--- config.mk ---
export PLATFORM = sky130hd
export DESIGN_NAME = ultp_area2
export DESIGN_NICKNAME = d
export VERILOG_FILES = /design/src/shared/ultp_pkg.sv /design/src/shared/ultp_stream_if.sv /design/src/ultp_area2.sv /design/src/ultp_ramp_gen.sv /design/src/ultp_skid_buf.sv
export SDC_FILE = /design/constraint.sdc
export NUM_CORES = 2
export LEC_CHECK = 0
export BUFFER_PORTS_ARGS = -buffer_cell sky130_fd_sc_hd__buf_2
export CAP_MARGIN = 10
export CORE_MARGIN = 10
export CORE_UTILIZATION = 61
export CTS_CLUSTER_SIZE = 12
export DETAILED_ROUTE_END_ITERATION = 10
export PLACE_DENSITY = 0.85
export SYNTH_ARGS = -nofsm -noshare
export SYNTH_HDL_FRONTEND = slang
export SYNTH_SLANG_ARGS = --single-unit
--- constraint.sdc ---
create_clock -name clock -period 4.3 [get_ports clock]
set_input_delay 1.29 -clock clock [delete_from_list [all_inputs] [get_ports clock]]
set_output_delay 1.29 -clock clock [all_outputs]
set_load 0.005 [all_outputs]
--- src/shared/ultp_pkg.sv ---
/*
 * Package for the user logic test pattern block: register indices, field positions,
 * reset values and data path geometry.
 * Assumes a single data clock domain and a host register port of word indices.
 */
package ultp_pkg;
    localparam int ULTP_NUM_CH = 2;
    localparam int ULTP_PAR = 8;
    localparam int ULTP_SW = 16;
    localparam int ULTP_WORD_W = ULTP_PAR * ULTP_SW;
    localparam int ULTP_ADDR_W = 2;
    localparam int ULTP_REC_LEN_W = 16;
    localparam logic [ULTP_ADDR_W-1:0] ULTP_IDX_IDENT = 2'h0;
    localparam logic [ULTP_ADDR_W-1:0] ULTP_IDX_CONTROL = 2'h1;
    localparam logic [ULTP_ADDR_W-1:0] ULTP_IDX_ORIGIN = 2'h2;
    localparam logic [ULTP_ADDR_W-1:0] ULTP_IDX_RECLEN = 2'h3;
    localparam int ULTP_CTRL_PATTERN_EN_BIT = 31;
    localparam logic [31:0] ULTP_CONTROL_RESET = 32'h0000_0000;
    localparam logic [31:0] ULTP_ORIGIN_RESET = 32'h0000_0000;
    localparam logic [31:0] ULTP_RECLEN_RESET = 32'h0000_0000;
    localparam logic [31:0] ULTP_UNMAPPED_READ = 32'h0000_0000;
    // Arbitrary identification values, chosen locally
    localparam logic [31:0] ULTP_AREA1_IDENT = 32'h5a17_0001;
    localparam logic [31:0] ULTP_AREA2_IDENT = 32'h5a17_0002;
    localparam int ULTP_BUF_DEPTH = 2;

    typedef enum logic [2:0] {
        ULTP_REC_IDLE = 3'b001,
        ULTP_REC_OPEN = 3'b010,
        ULTP_REC_ENDLESS = 3'b100
    } ultp_rec_state_t;
endpackage : ultp_pkg

--- src/shared/ultp_stream_if.sv ---
/*
 * Stream carrier between the framing logic and the output buffer.
 * Assumes both ends share the data clock.
 */
`timescale 1ns/1ps
interface ultp_stream_if;
    import ultp_pkg::*;
    logic valid;
    logic ready;
    logic [ULTP_NUM_CH*ULTP_WORD_W-1:0] data;
    logic rec_start;
    logic rec_stop;
    modport src (output valid, output data, output rec_start, output rec_stop, input ready);
    modport snk (input valid, input data, input rec_start, input rec_stop, output ready);
endinterface : ultp_stream_if

--- src/ultp_area2.sv ---
/*
 * Second user logic area: per-word register ports, ramp test pattern, data thinning
 * and record framing with a two-entry output buffer.
 * Assumes the host register bus slave outside completes every bus transaction and
 * uses the port pairs below; all inputs are on the data clock.
 */
`timescale 1ns/1ps
// Overview of operation
// - Identification word at index 0 is read-only and constant; writes ignored.
// - Control bit 31 enables the pattern; zero passes data through unchanged.
// - Pattern ramps from origin by one per sample, restarting each cycle.
// - Origin is 32 bits; low sample-width bits used as two's complement.
// - Every read/write register has its own read port and write port; identification has a read port only.
// - Access type follows wiring: loopback, read-only or write-only.
// - Every access completes, mapped or not, so the host never hangs.
// - Output valid may be dropped on chosen cycles to thin data.
// - Records on a channel all share one length, or one endless record.
// - Endless record: start with valid once, never a stop afterwards.
// - Framing outputs stay consistent with the valid they accompany.
// - Start or stop counts only in a cycle with valid asserted.
// - Start and stop never share a cycle; shortest record is two cycles.
// - Exactly one stop per fixed-length start; records dropped only as pairs.
module ultp_area2
    import ultp_pkg::*;
(
    input wire logic clock, // Data clock, 125 MHz
    input wire logic rst, // Synchronous reset, active high
    input wire logic reg_wr_en, // Host write strobe
    input wire logic [ULTP_ADDR_W-1:0] reg_wr_idx, // Host write word index
    input wire logic [31:0] reg_wr_data, // Host write data
    input wire logic [3:0] reg_wr_strb, // Host byte enables
    input wire logic reg_rd_en, // Host read strobe
    input wire logic [ULTP_ADDR_W-1:0] reg_rd_idx, // Host read word index
    output logic [31:0] reg_rd_data, // Read data, valid with ack
    output logic reg_rd_ack, // Read answered
    output logic reg_wr_ack, // Write answered
    input wire logic acq_active, // Acquisition running
    input wire logic [ULTP_NUM_CH*ULTP_WORD_W-1:0] in_data, // Incoming channel words
    input wire logic in_valid, // Incoming valid
    input wire logic [ULTP_NUM_CH-1:0] thin_mask, // Drop the beat taken this cycle from the output
    output logic out_valid, // Outgoing valid
    input wire logic out_ready, // Downstream accepts
    output logic [ULTP_NUM_CH*ULTP_WORD_W-1:0] out_data, // Outgoing words
    output logic out_rec_start, // Record start, with valid
    output logic out_rec_stop, // Record stop, with valid
    output logic in_ready // Upstream may send
);
    ultp_stream_if st ();

    // Write ports toward logic and read ports toward host, one pair per read/write word
    logic [31:0] control_wport, control_rport, next_control_wport;
    logic [31:0] origin_wport, origin_rport, next_origin_wport;
    logic [31:0] reclen_wport, reclen_rport, next_reclen_wport;
    logic [31:0] ident_rport;
    logic [31:0] next_rd_data;
    logic next_rd_ack, next_wr_ack;
    logic pattern_enable;
    logic [31:0] ramp_origin;
    logic [ULTP_NUM_CH*ULTP_WORD_W-1:0] gen_data;
    logic gen_valid, next_gen_valid;
    logic [ULTP_REC_LEN_W-1:0] beat_cnt, next_beat_cnt;
    ultp_rec_state_t rec_state, next_rec_state;
    logic [ULTP_REC_LEN_W-1:0] rec_len;
    logic [ULTP_REC_LEN_W-1:0] rec_len_held, next_rec_len_held;
    logic frame_start, frame_stop;

    // Apply byte enables to a stored word
    function automatic logic [31:0] merge_bytes(input logic [31:0] old_w,
                                                input logic [31:0] new_w,
                                                input logic [3:0] strb);
        logic [31:0] r;
        r = old_w;
        for (int b = 0; b < 4; b++) begin
            if (strb[b]) begin
                r[b*8 +: 8] = new_w[b*8 +: 8];
            end
        end
        return r;
    endfunction : merge_bytes

    ////////////////////////////////////////////////////////////////////////////
    // Register access wiring: loopback for read/write, constant for read-only
    assign ident_rport = ULTP_AREA2_IDENT;
    assign control_rport = control_wport;
    assign origin_rport = origin_wport;
    assign reclen_rport = reclen_wport;
    assign pattern_enable = control_wport[ULTP_CTRL_PATTERN_EN_BIT];
    assign ramp_origin = origin_wport;
    assign rec_len = reclen_wport[ULTP_REC_LEN_W-1:0];

    // Write side; byte merge reads back the stored word
    always_comb begin
        next_control_wport = control_wport;
        next_origin_wport = origin_wport;
        next_reclen_wport = reclen_wport;
        next_wr_ack = reg_wr_en;
        if (reg_wr_en) begin
            case (reg_wr_idx)
                ULTP_IDX_CONTROL: begin
                    next_control_wport = merge_bytes(control_rport, reg_wr_data, reg_wr_strb);
                end
                ULTP_IDX_ORIGIN: begin
                    next_origin_wport = merge_bytes(origin_rport, reg_wr_data, reg_wr_strb);
                end
                ULTP_IDX_RECLEN: begin
                    next_reclen_wport = merge_bytes(reclen_rport, reg_wr_data, reg_wr_strb);
                end
                default: begin
                    next_control_wport = control_wport;
                end
            endcase
        end
    end

    // Read side; every read gets one ack, unmapped reads zero
    always_comb begin
        next_rd_ack = reg_rd_en;
        next_rd_data = reg_rd_data;
        if (reg_rd_en) begin
            case (reg_rd_idx)
                ULTP_IDX_IDENT: next_rd_data = ident_rport;
                ULTP_IDX_CONTROL: next_rd_data = control_rport;
                ULTP_IDX_ORIGIN: next_rd_data = origin_rport;
                ULTP_IDX_RECLEN: next_rd_data = reclen_rport;
                default: next_rd_data = ULTP_UNMAPPED_READ;
            endcase
        end
    end

    always_ff @(posedge clock) begin
        if (rst) begin
            control_wport <= ULTP_CONTROL_RESET;
            origin_wport <= ULTP_ORIGIN_RESET;
            reclen_wport <= ULTP_RECLEN_RESET;
            reg_rd_data <= 32'h0000_0000;
            reg_rd_ack <= 1'b0;
            reg_wr_ack <= 1'b0;
        end else begin
            control_wport <= next_control_wport;
            origin_wport <= next_origin_wport;
            reclen_wport <= next_reclen_wport;
            reg_rd_data <= next_rd_data;
            reg_rd_ack <= next_rd_ack;
            reg_wr_ack <= next_wr_ack;
        end
    end

    ////////////////////////////////////////////////////////////////////////////
    // Pattern per channel; only sample-width low bits of origin are taken
    for (genvar c = 0; c < ULTP_NUM_CH; c++) begin : g_ramp
        ultp_ramp_gen u_ramp (
            .clock(clock),
            .rst(rst),
            .origin(ramp_origin[ULTP_SW-1:0]),
            .enable(pattern_enable),
            .data_in(in_data[c*ULTP_WORD_W +: ULTP_WORD_W]),
            .data_out(gen_data[c*ULTP_WORD_W +: ULTP_WORD_W])
        );
    end

    // Valid is registered in step with the data; thin mask drops beats
    always_comb begin
        next_gen_valid = in_valid && in_ready && (thin_mask == '0);
    end

    always_ff @(posedge clock) begin
        if (rst) begin
            gen_valid <= 1'b0;
        end else begin
            gen_valid <= next_gen_valid;
        end
    end

    // Upstream stalls unless a free entry remains both for the beat now in the
    // pattern register and for one taken at this edge. Judging only from the
    // buffer's own flags and gen_valid keeps out_ready off this path, at some throughput.
    assign in_ready = !out_valid || (st.ready && !gen_valid);

    ////////////////////////////////////////////////////////////////////////////
    // Record framing: fixed length (rec_len beats) or one endless record if zero.
    // Framing is only raised on beats that carry valid, so each pulse overlaps
    // valid in exactly one cycle. A length of one is raised to two, since start
    // and stop cannot share a beat. The length is captured at the start, so a
    // host write in mid-record cannot give one record a different length.
    always_comb begin
        next_rec_state = rec_state;
        next_beat_cnt = beat_cnt;
        next_rec_len_held = rec_len_held;
        frame_start = 1'b0;
        frame_stop = 1'b0;
        case (rec_state)
            ULTP_REC_IDLE: begin
                if (gen_valid && acq_active) begin
                    frame_start = 1'b1;
                    next_beat_cnt = ULTP_REC_LEN_W'(1);
                    next_rec_len_held = rec_len;
                    next_rec_state = (rec_len == '0) ? ULTP_REC_ENDLESS : ULTP_REC_OPEN;
                end
            end
            ULTP_REC_OPEN: begin
                if (gen_valid) begin
                    next_beat_cnt = beat_cnt + ULTP_REC_LEN_W'(1);
                    if (next_beat_cnt >= rec_len_held) begin
                        frame_stop = 1'b1;
                        next_rec_state = ULTP_REC_IDLE;
                    end
                end
            end
            ULTP_REC_ENDLESS: begin
                next_rec_state = ULTP_REC_ENDLESS;
            end
            default: begin
                next_rec_state = ULTP_REC_IDLE;
            end
        endcase
        if (!acq_active && rec_state == ULTP_REC_ENDLESS) begin
            next_rec_state = ULTP_REC_IDLE;
        end
    end

    always_ff @(posedge clock) begin
        if (rst) begin
            rec_state <= ULTP_REC_IDLE;
            beat_cnt <= '0;
            rec_len_held <= '0;
        end else begin
            rec_state <= next_rec_state;
            beat_cnt <= next_beat_cnt;
            rec_len_held <= next_rec_len_held;
        end
    end

    // Framing rides in the same buffer entry as its valid beat
    assign st.valid = gen_valid;
    assign st.data = gen_data;
    assign st.rec_start = frame_start;
    assign st.rec_stop = frame_stop;

    ////////////////////////////////////////////////////////////////////////////
    // Output buffer; a downstream stall holds words rather than dropping them
    ultp_skid_buf u_buf (
        .clock(clock),
        .rst(rst),
        .in_s(st),
        .out_valid(out_valid),
        .out_ready(out_ready),
        .out_data(out_data),
        .out_start(out_rec_start),
        .out_stop(out_rec_stop)
    );
endmodule : ultp_area2

--- src/ultp_ramp_gen.sv ---
/*
 * Ramp test pattern for one channel word: origin, origin+1, ... per sample.
 * Assumes origin is the low sample-width bits of the origin register.
 */
`timescale 1ns/1ps
module ultp_ramp_gen
    import ultp_pkg::*;
(
    input wire logic clock, // Data clock
    input wire logic rst, // Synchronous reset
    input wire logic [ULTP_SW-1:0] origin, // Two's complement start value
    input wire logic enable, // Pattern replaces data
    input wire logic [ULTP_WORD_W-1:0] data_in, // Incoming channel word
    output logic [ULTP_WORD_W-1:0] data_out // Registered channel word
);
    logic [ULTP_WORD_W-1:0] next_data_out;

    ////////////////////////////////////////////////////////////////////////////
    // Ramp restarts each cycle; wraps modulo sample width like signed adds
    always_comb begin
        next_data_out = data_in;
        if (enable) begin
            for (int i = 0; i < ULTP_PAR; i++) begin
                next_data_out[i*ULTP_SW +: ULTP_SW] = origin + ULTP_SW'(i);
            end
        end
    end

    always_ff @(posedge clock) begin
        if (rst) begin
            data_out <= '0;
        end else begin
            data_out <= next_data_out;
        end
    end
endmodule : ultp_ramp_gen

--- src/ultp_skid_buf.sv ---
/*
 * Two-entry buffer with valid/ready on both sides.
 * Assumes the source holds nothing back that it cannot re-offer after ready falls.
 */
`timescale 1ns/1ps
module ultp_skid_buf
    import ultp_pkg::*;
(
    input wire logic clock, // Data clock
    input wire logic rst, // Synchronous reset
    ultp_stream_if.snk in_s, // Filling side
    output logic out_valid, // Word available
    input wire logic out_ready, // Drain accepts
    output logic [ULTP_NUM_CH*ULTP_WORD_W-1:0] out_data, // Word
    output logic out_start, // Record start with word
    output logic out_stop // Record stop with word
);
    localparam int EW = ULTP_NUM_CH*ULTP_WORD_W + 2;
    logic [EW-1:0] mem [ULTP_BUF_DEPTH];
    logic [EW-1:0] next_mem [ULTP_BUF_DEPTH];
    logic rd_ptr, wr_ptr, next_rd_ptr, next_wr_ptr;
    logic [1:0] count, next_count;
    logic push, pop;
    logic head_start, head_stop;

    ////////////////////////////////////////////////////////////////////////////
    // Honest full/empty; framing travels in the same entry as its data
    assign in_s.ready = (count != 2'h2);
    assign out_valid = (count != 2'h0);
    assign {head_start, head_stop, out_data} = mem[rd_ptr];
    // An emptied slot keeps its old framing bits; they must never reach the pins
    assign out_start = head_start && out_valid;
    assign out_stop = head_stop && out_valid;
    assign push = in_s.valid && in_s.ready;
    assign pop = out_valid && out_ready;

    always_comb begin
        next_mem = mem;
        next_wr_ptr = wr_ptr;
        next_rd_ptr = rd_ptr;
        next_count = count;
        if (push) begin
            next_mem[wr_ptr] = {in_s.rec_start, in_s.rec_stop, in_s.data};
            next_wr_ptr = ~wr_ptr;
        end
        if (pop) begin
            next_rd_ptr = ~rd_ptr;
        end
        next_count = count + 2'(push) - 2'(pop);
    end

    always_ff @(posedge clock) begin
        if (rst) begin
            mem[0] <= '0;
            mem[1] <= '0;
            rd_ptr <= 1'b0;
            wr_ptr <= 1'b0;
            count <= 2'h0;
        end else begin
            mem <= next_mem;
            rd_ptr <= next_rd_ptr;
            wr_ptr <= next_wr_ptr;
            count <= next_count;
        end
    end
endmodule : ultp_skid_buf

# Word level (Yosys, flattened, before mapping)
# Cells that the tools add are included.
# word_totals
out_inout_bits	294
in_bits	305
regBits	942
elab_cells	114
# op_classes
magnitude_cmp	4
muxes	22
eq_ne	13
reduce_logical	35
add_sub_neg	10
n_bitwise	4
# op_table
operator	count
two-way mux 258 bit	4
bitwise mux 516 bit	1
demux 258 bit (select 1 bit)	1
two-way mux 128 bit	2
one-hot mux 32 bit (4 select lines)	1
adder 16 x 3 -> 16 bit, second input constant	4
AND reduction 3 bit	14
adder 16 x 1 -> 16 bit, second input constant	2
adder 16 x 2 -> 16 bit, second input constant	2
two-way mux 16 bit	2
one-hot mux 16 bit (2 select lines)	1
>= comparator 16 bit	1
logical NOT 16 bit	1
two-way mux 3 bit	4
logical AND 1 bit	10
one-hot mux 3 bit (3 select lines)	1
equality test 2 bit, second input constant	4
!= test 2 bit, second input constant	4
two-way mux 1 bit	5
equality test 2 x 1 -> 1 bit, second input constant	2
>= comparator 2 bit, second input constant	2
logical NOT 2 bit	2
NOT 1 -> 2 bit	2
nonzero test 2 bit	2
other kinds (11)	14

# Longest topological paths before layout
# depth
ltp_word	6
mapped_depth	11
mapped_depth_nobuf	11

# Modules after synthesis
# A second synthesis with hierarchy kept.
# unflattened
cells_unflattened	5063
hier_area_um2	44248.7
# modules_own_cells
module	instances	area_each_um2	cells_per_inst	seq_area_each_um2
ultp_skid_buf	1	25066.5	2785	10410.0
ultp_area2	1	7274.5	904	3323.2
ultp_ramp_gen at g_ramp[0].u_ramp	1	5990.7	689	2562.5
ultp_ramp_gen at g_ramp[1].u_ramp	1	5916.9	685	2562.5

# Least setup slack after synthesis
# No wires, ideal clock.
# synth_timing
kind	register -> register
startpoint	register beat_cnt[0]
endpoint	register rec_state[1]
synth_period_minus_slack_ps	2963
setup_ps	116
setup_slack_ps	1337
stages_incl_launch_ff	12
t_arrival_ps	2846
required_time_ps	4184
path_buffers	0
path_cell_list	dfxtp_1 ha_1 nand2_1 nor3_2 nand3_1 xnor2_1 ha_1 nand4_1 nor3_1 or4b_1 and3_1 o211a_1
# synth_via
elab_chain_len	4
# synth_rtl
element	line	text
start: declaration	ultp_area2.sv:61	logic [ULTP_REC_LEN_W-1:0] beat_cnt, next_beat_cnt;
start signal: assignment	ultp_area2.sv:228	beat_cnt <= next_beat_cnt;
adder 16 x 1 -> 16 bit	ultp_area2.sv:202	next_beat_cnt = beat_cnt + ULTP_REC_LEN_W'(1);
>= comparator 16 bit	ultp_area2.sv:203	if (next_beat_cnt >= rec_len_held) begin
!= test 2 bit (no line)	--	
AND reduction 3 bit (no line)	--	
end signal: assignment	ultp_area2.sv:227	rec_state <= next_rec_state;
end: declaration	ultp_area2.sv:62	ultp_rec_state_t rec_state, next_rec_state;
# No other way between the ends.
# A chain may end at the register's enable or synchronous reset.

# Worst setup path after layout
# layout_timing
startpoint	register u_buf.rd_ptr
endpoint	output port out_data[135]
# layout_via
elab_chain_len	4
# layout_rtl
element	line	text
start: declaration	ultp_skid_buf.sv:21	logic rd_ptr, wr_ptr, next_rd_ptr, next_wr_ptr;
start signal: assignment	ultp_skid_buf.sv:61	rd_ptr <= next_rd_ptr;
NOT 1 -> 2 bit (implied by the code)	ultp_skid_buf.sv:30	assign {head_start, head_stop, out_data} = mem[rd_ptr];
two-way mux 258 bit (implied by the code) (3 in series)	ultp_skid_buf.sv:30	
end: declaration	ultp_area2.sv:43	output logic [ULTP_NUM_CH*ULTP_WORD_W-1:0] out_data,
# No other way between the ends. The select of a mux whose other input is x is not followed.

==> impl_metrics.json <==
{
  "outcome": "finished, final reports clean",
  "synth_area_leaders": "dfxtp_1 (51%), nand2_1 (9.4%), mux2_2 (8.5%)",
  "start_util": 0.619,
  "cp-endpoint": "out_data[135]",
  "viasPerCell": 6.12,
  "peakVddDrop_mv": 0.388,
  "path_cells": "buf_4, mux2_2, buf_2",
  "critPathKind": "register to output port",
  "avgSynthCellArea_um2": 9.13,
  "antenna_found_initial": 10,
  "clock-sinks": 942,
  "dieArea_um2": 70300,
  "drc": 0,
  "htreeDepth": 3,
  "setup_viol": 0,
  "hold_viol": 0,
  "cp_num_buf_inv": 2,
  "synth-seq-area-share": 0.515,
  "numCtsBuffers": 92,
  "fmax_mhz": 271,
  "cpPeakStageDelay_ps": 740,
  "worstMarginPinSlew_ps": 1140,
  "vias": 32200,
  "reg2reg_from": "beat_cnt[0]$_SDFFE_PP0P_",
  "synthSimpleGateAreaFrac": 0.148,
  "ys_warn_count": 0,
  "reg2reg_depth": 11,
  "synthCells": 4012,
  "synth_common_cells": "dfxtp_1 (942), nand2_1 (918), a21oi_1 (557)",
  "grt_pass1_wl_um": 184000,
  "muxShareOfSynthArea": 0.0893,
  "startpoint_type": "register",
  "cap_violations": 0,
  "synth_edf_count": 0,
  "synth_xor_area_frac": 0.0206,
  "rrSetupSlack_ps": 950,
  "syn_area_um2": 36600,
  "worstSetupStartpoint": "u_buf.rd_ptr$_SDFFE_PP0P_",
  "clock_latency_ps": 660,
  "pwr_density_cell_nw_per_um2": 430,
  "synthArstFlopShare": 0,
  "synth-main-ff-cell": "dfxtp_1",
  "ios": 599,
  "synth-compound-area-share": 0.179,
  "relSlewSlack": 0.241,
  "setup_ws_ps": 609,
  "cp.required_ps": 3010,
  "pre_cts_ws_ps": 1010,
  "die_w_um": 265,
  "place.gp.congestion": 0.913,
  "synthAdderAreaFrac": 0.00956,
  "placementRows": 89,
  "crit_fanout": 31,
  "cts_resized": 0,
  "place_hpwl_um": 83400,
  "overflow": 0,
  "syn_to_final_growth_pct": 16.6,
  "grt_pass1_vias": 31400,
  "drt-total-wl_um": 123000,
  "hold_path.class": "register to register",
  "synth_top_family_by_area": "compound AO/OA/AOI/OAI gates",
  "yosysMostFrequentCell": "dfxtp_1",
  "ys_ff_latch": 942,
  "ctsRootBufferMaster": "clkbuf_16",
  "arrival_ps": 2400,
  "fin_crit_ps": 3690,
  "postCtsHoldBufs": 0,
  "end_kind": "output port",
  "cts_setup_buffers": 0,
  "ctsLongestPathBuffers": 3,
  "reg2reg_to": "rec_state[1]$_SDFFE_PP0P_",
  "synth_nets": 4345,
  "synth_top_area_share": 0.515,
  "leakage_nw": 17.7,
  "grt_usage": 0.331,
  "skew_ps": 25.4,
  "cts_tree": "built",
  "post_drt_wl_per_cell_um": 23.4,
  "slew_violations": 0,
  "nNetsFinal": 4769,
  "path_depth": 3,
  "tns_ps": 0,
  "crit_family": "flip-flops",
  "drt_iter0_drc": 3620,
  "drive_above_1_share": 0.240,
  "design.core.area_um2": 59200,
  "fp.dieH_um": 265,
  "portBuffers": 598,
  "clk_pin_slew_ps": 60,
  "final.fill_count": 4265,
  "synthDistinctLibCells": 64,
  "yosys.area.top_type": "dfxtp_1",
  "dr.pass1.iters": 8,
  "grt_start_max_net_pins": 148,
  "grt_setup_unrepaired": "no",
  "ant_nets": 0,
  "slowest_stage": "dfxtp_4",
  "finalCritPeriodShare": 0.858
}
-- area by class of cell --
cell class,instances,area (um^2),share of cell area
flip-flops and latches,942,18900,0.442
inverters,28,108,0.00252
diodes,8,20.0,0.000469
repair buffers,655,3680,0.0862
well taps,773,967,0.0226
clock buffers,125,2510,0.0587
multi-input cells,2717,16400,0.384
clock inverters,11,176,0.00413
-- flip-flops by register name (all words and copies together) (netlist names), 2 cells and up --
signal	cells
beat_cnt	16
control_rport	32
g_ramp.u_ramp.data_out	256
origin_rport	32
rec_len_held	16
rec_state	3
reclen_rport	32
reg_rd_data	32
u_buf.count	2
u_buf.mem	516
-- report_power, final --
part           leakage (nW)  switching (W)  internal, W  total [W]
sequential             7.67       0.000195      0.00897    0.00917
combinational          8.70        0.00101     0.000672    0.00169
clock                  1.31        0.00332      0.00417    0.00749
total                  17.7        0.00453       0.0138     0.0183
-- cells in the final DEF, fill, tap and decap left out, types with 4 or more instances in the layout --
master and count:
a211oi_1 17, a21o_1 11, a21oi_1 556, a221oi_1 24, a22o_1 258, and2_1 12, and3_1 12, and4_1 4
buf_12 20, buf_2 597, buf_4 37, clkbuf_1 26, clkbuf_16 93, clkbuf_8 6, dfxtp_1 938, diode_2 8
ha_1 28, inv_1 26, mux2_2 278, mux2i_1 14, nand2_1 918, nand2b_1 9, nand3_1 26, nand3b_1 6
nand4_1 14, nor2_1 157, nor2b_1 9, nor3_1 85, nor3_2 8, nor4_1 7, nor4_2 4, o21a_1 101
o21ai_0 17, o31ai_1 4, or3_1 6, xnor2_1 62, xor2_1 24
-- worst min-delay path: stages, from the launching register on --
cell,delay [ps]
dfxtp_1,310
nand2_1,50
a21oi_1,50
-- routing by layer --
layer,wire [um],GRT usage
met3,10500,0.0675
met4,6700,0.188
met5,25,0
met1,47100,0.400
met2,58600,0.545
-- per-stage QoR --
step | utilization | instances | cell area (um^2) | power [W] | hold WS (ps)
global route | 0.721 | 5259 | 42700 | 0.0188 | 457
finish | 0.721 | 5259 | 42700 | 0.0183 | 444
detailed placement | 0.675 | 5115 | 40000 | 0.0110 | 441
global placement | 0.675 | 5115 | 40000 | 0.0110 | 435
CTS | 0.721 | 5251 | 42700 | 0.0183 | 444
floorplan | - | 4012 | 36600 | 0.0103 | 432
-- cells by family after synthesis --
logic type / after synthesis
AND/OR/NAND/NOR: 1295
AO/OA/AOI/OAI: 1016
flip-flops: 942
buffers and inverters: 353
multiplexers: 292
XOR/XNOR: 86
adder cells (fa/ha/maj): 28
-- worst min-delay path by stage --
| stage | from | to | slack [ps] | cells past startpoint |
|---|---|---|---|---|
| finish | g_ramp[1].u_ramp.data_out[116]$_SDFF_PP0_ | u_buf.mem[502]$_SDFFE_PP0P_ | 440 | 2 |
| global route | g_ramp[0].u_ramp.data_out[96]$_SDFF_PP0_ | u_buf.mem[354]$_SDFFE_PP0P_ | 460 | 2 |
| CTS | g_ramp[1].u_ramp.data_out[6]$_SDFF_PP0_ | u_buf.mem[392]$_SDFFE_PP0P_ | 440 | 2 |
| detailed placement | g_ramp[0].u_ramp.data_out[96]$_SDFF_PP0_ | u_buf.mem[354]$_SDFFE_PP0P_ | 440 | 2 |
| global placement | g_ramp[0].u_ramp.data_out[74]$_SDFF_PP0_ | u_buf.mem[332]$_SDFFE_PP0P_ | 430 | 2 |
| floorplan | g_ramp[0].u_ramp.data_out[0]$_SDFF_PP0_ | u_buf.mem[258]$_SDFFE_PP0P_ | 430 | 2 |
No activity file was read; power rests on OpenSTA's default activity.
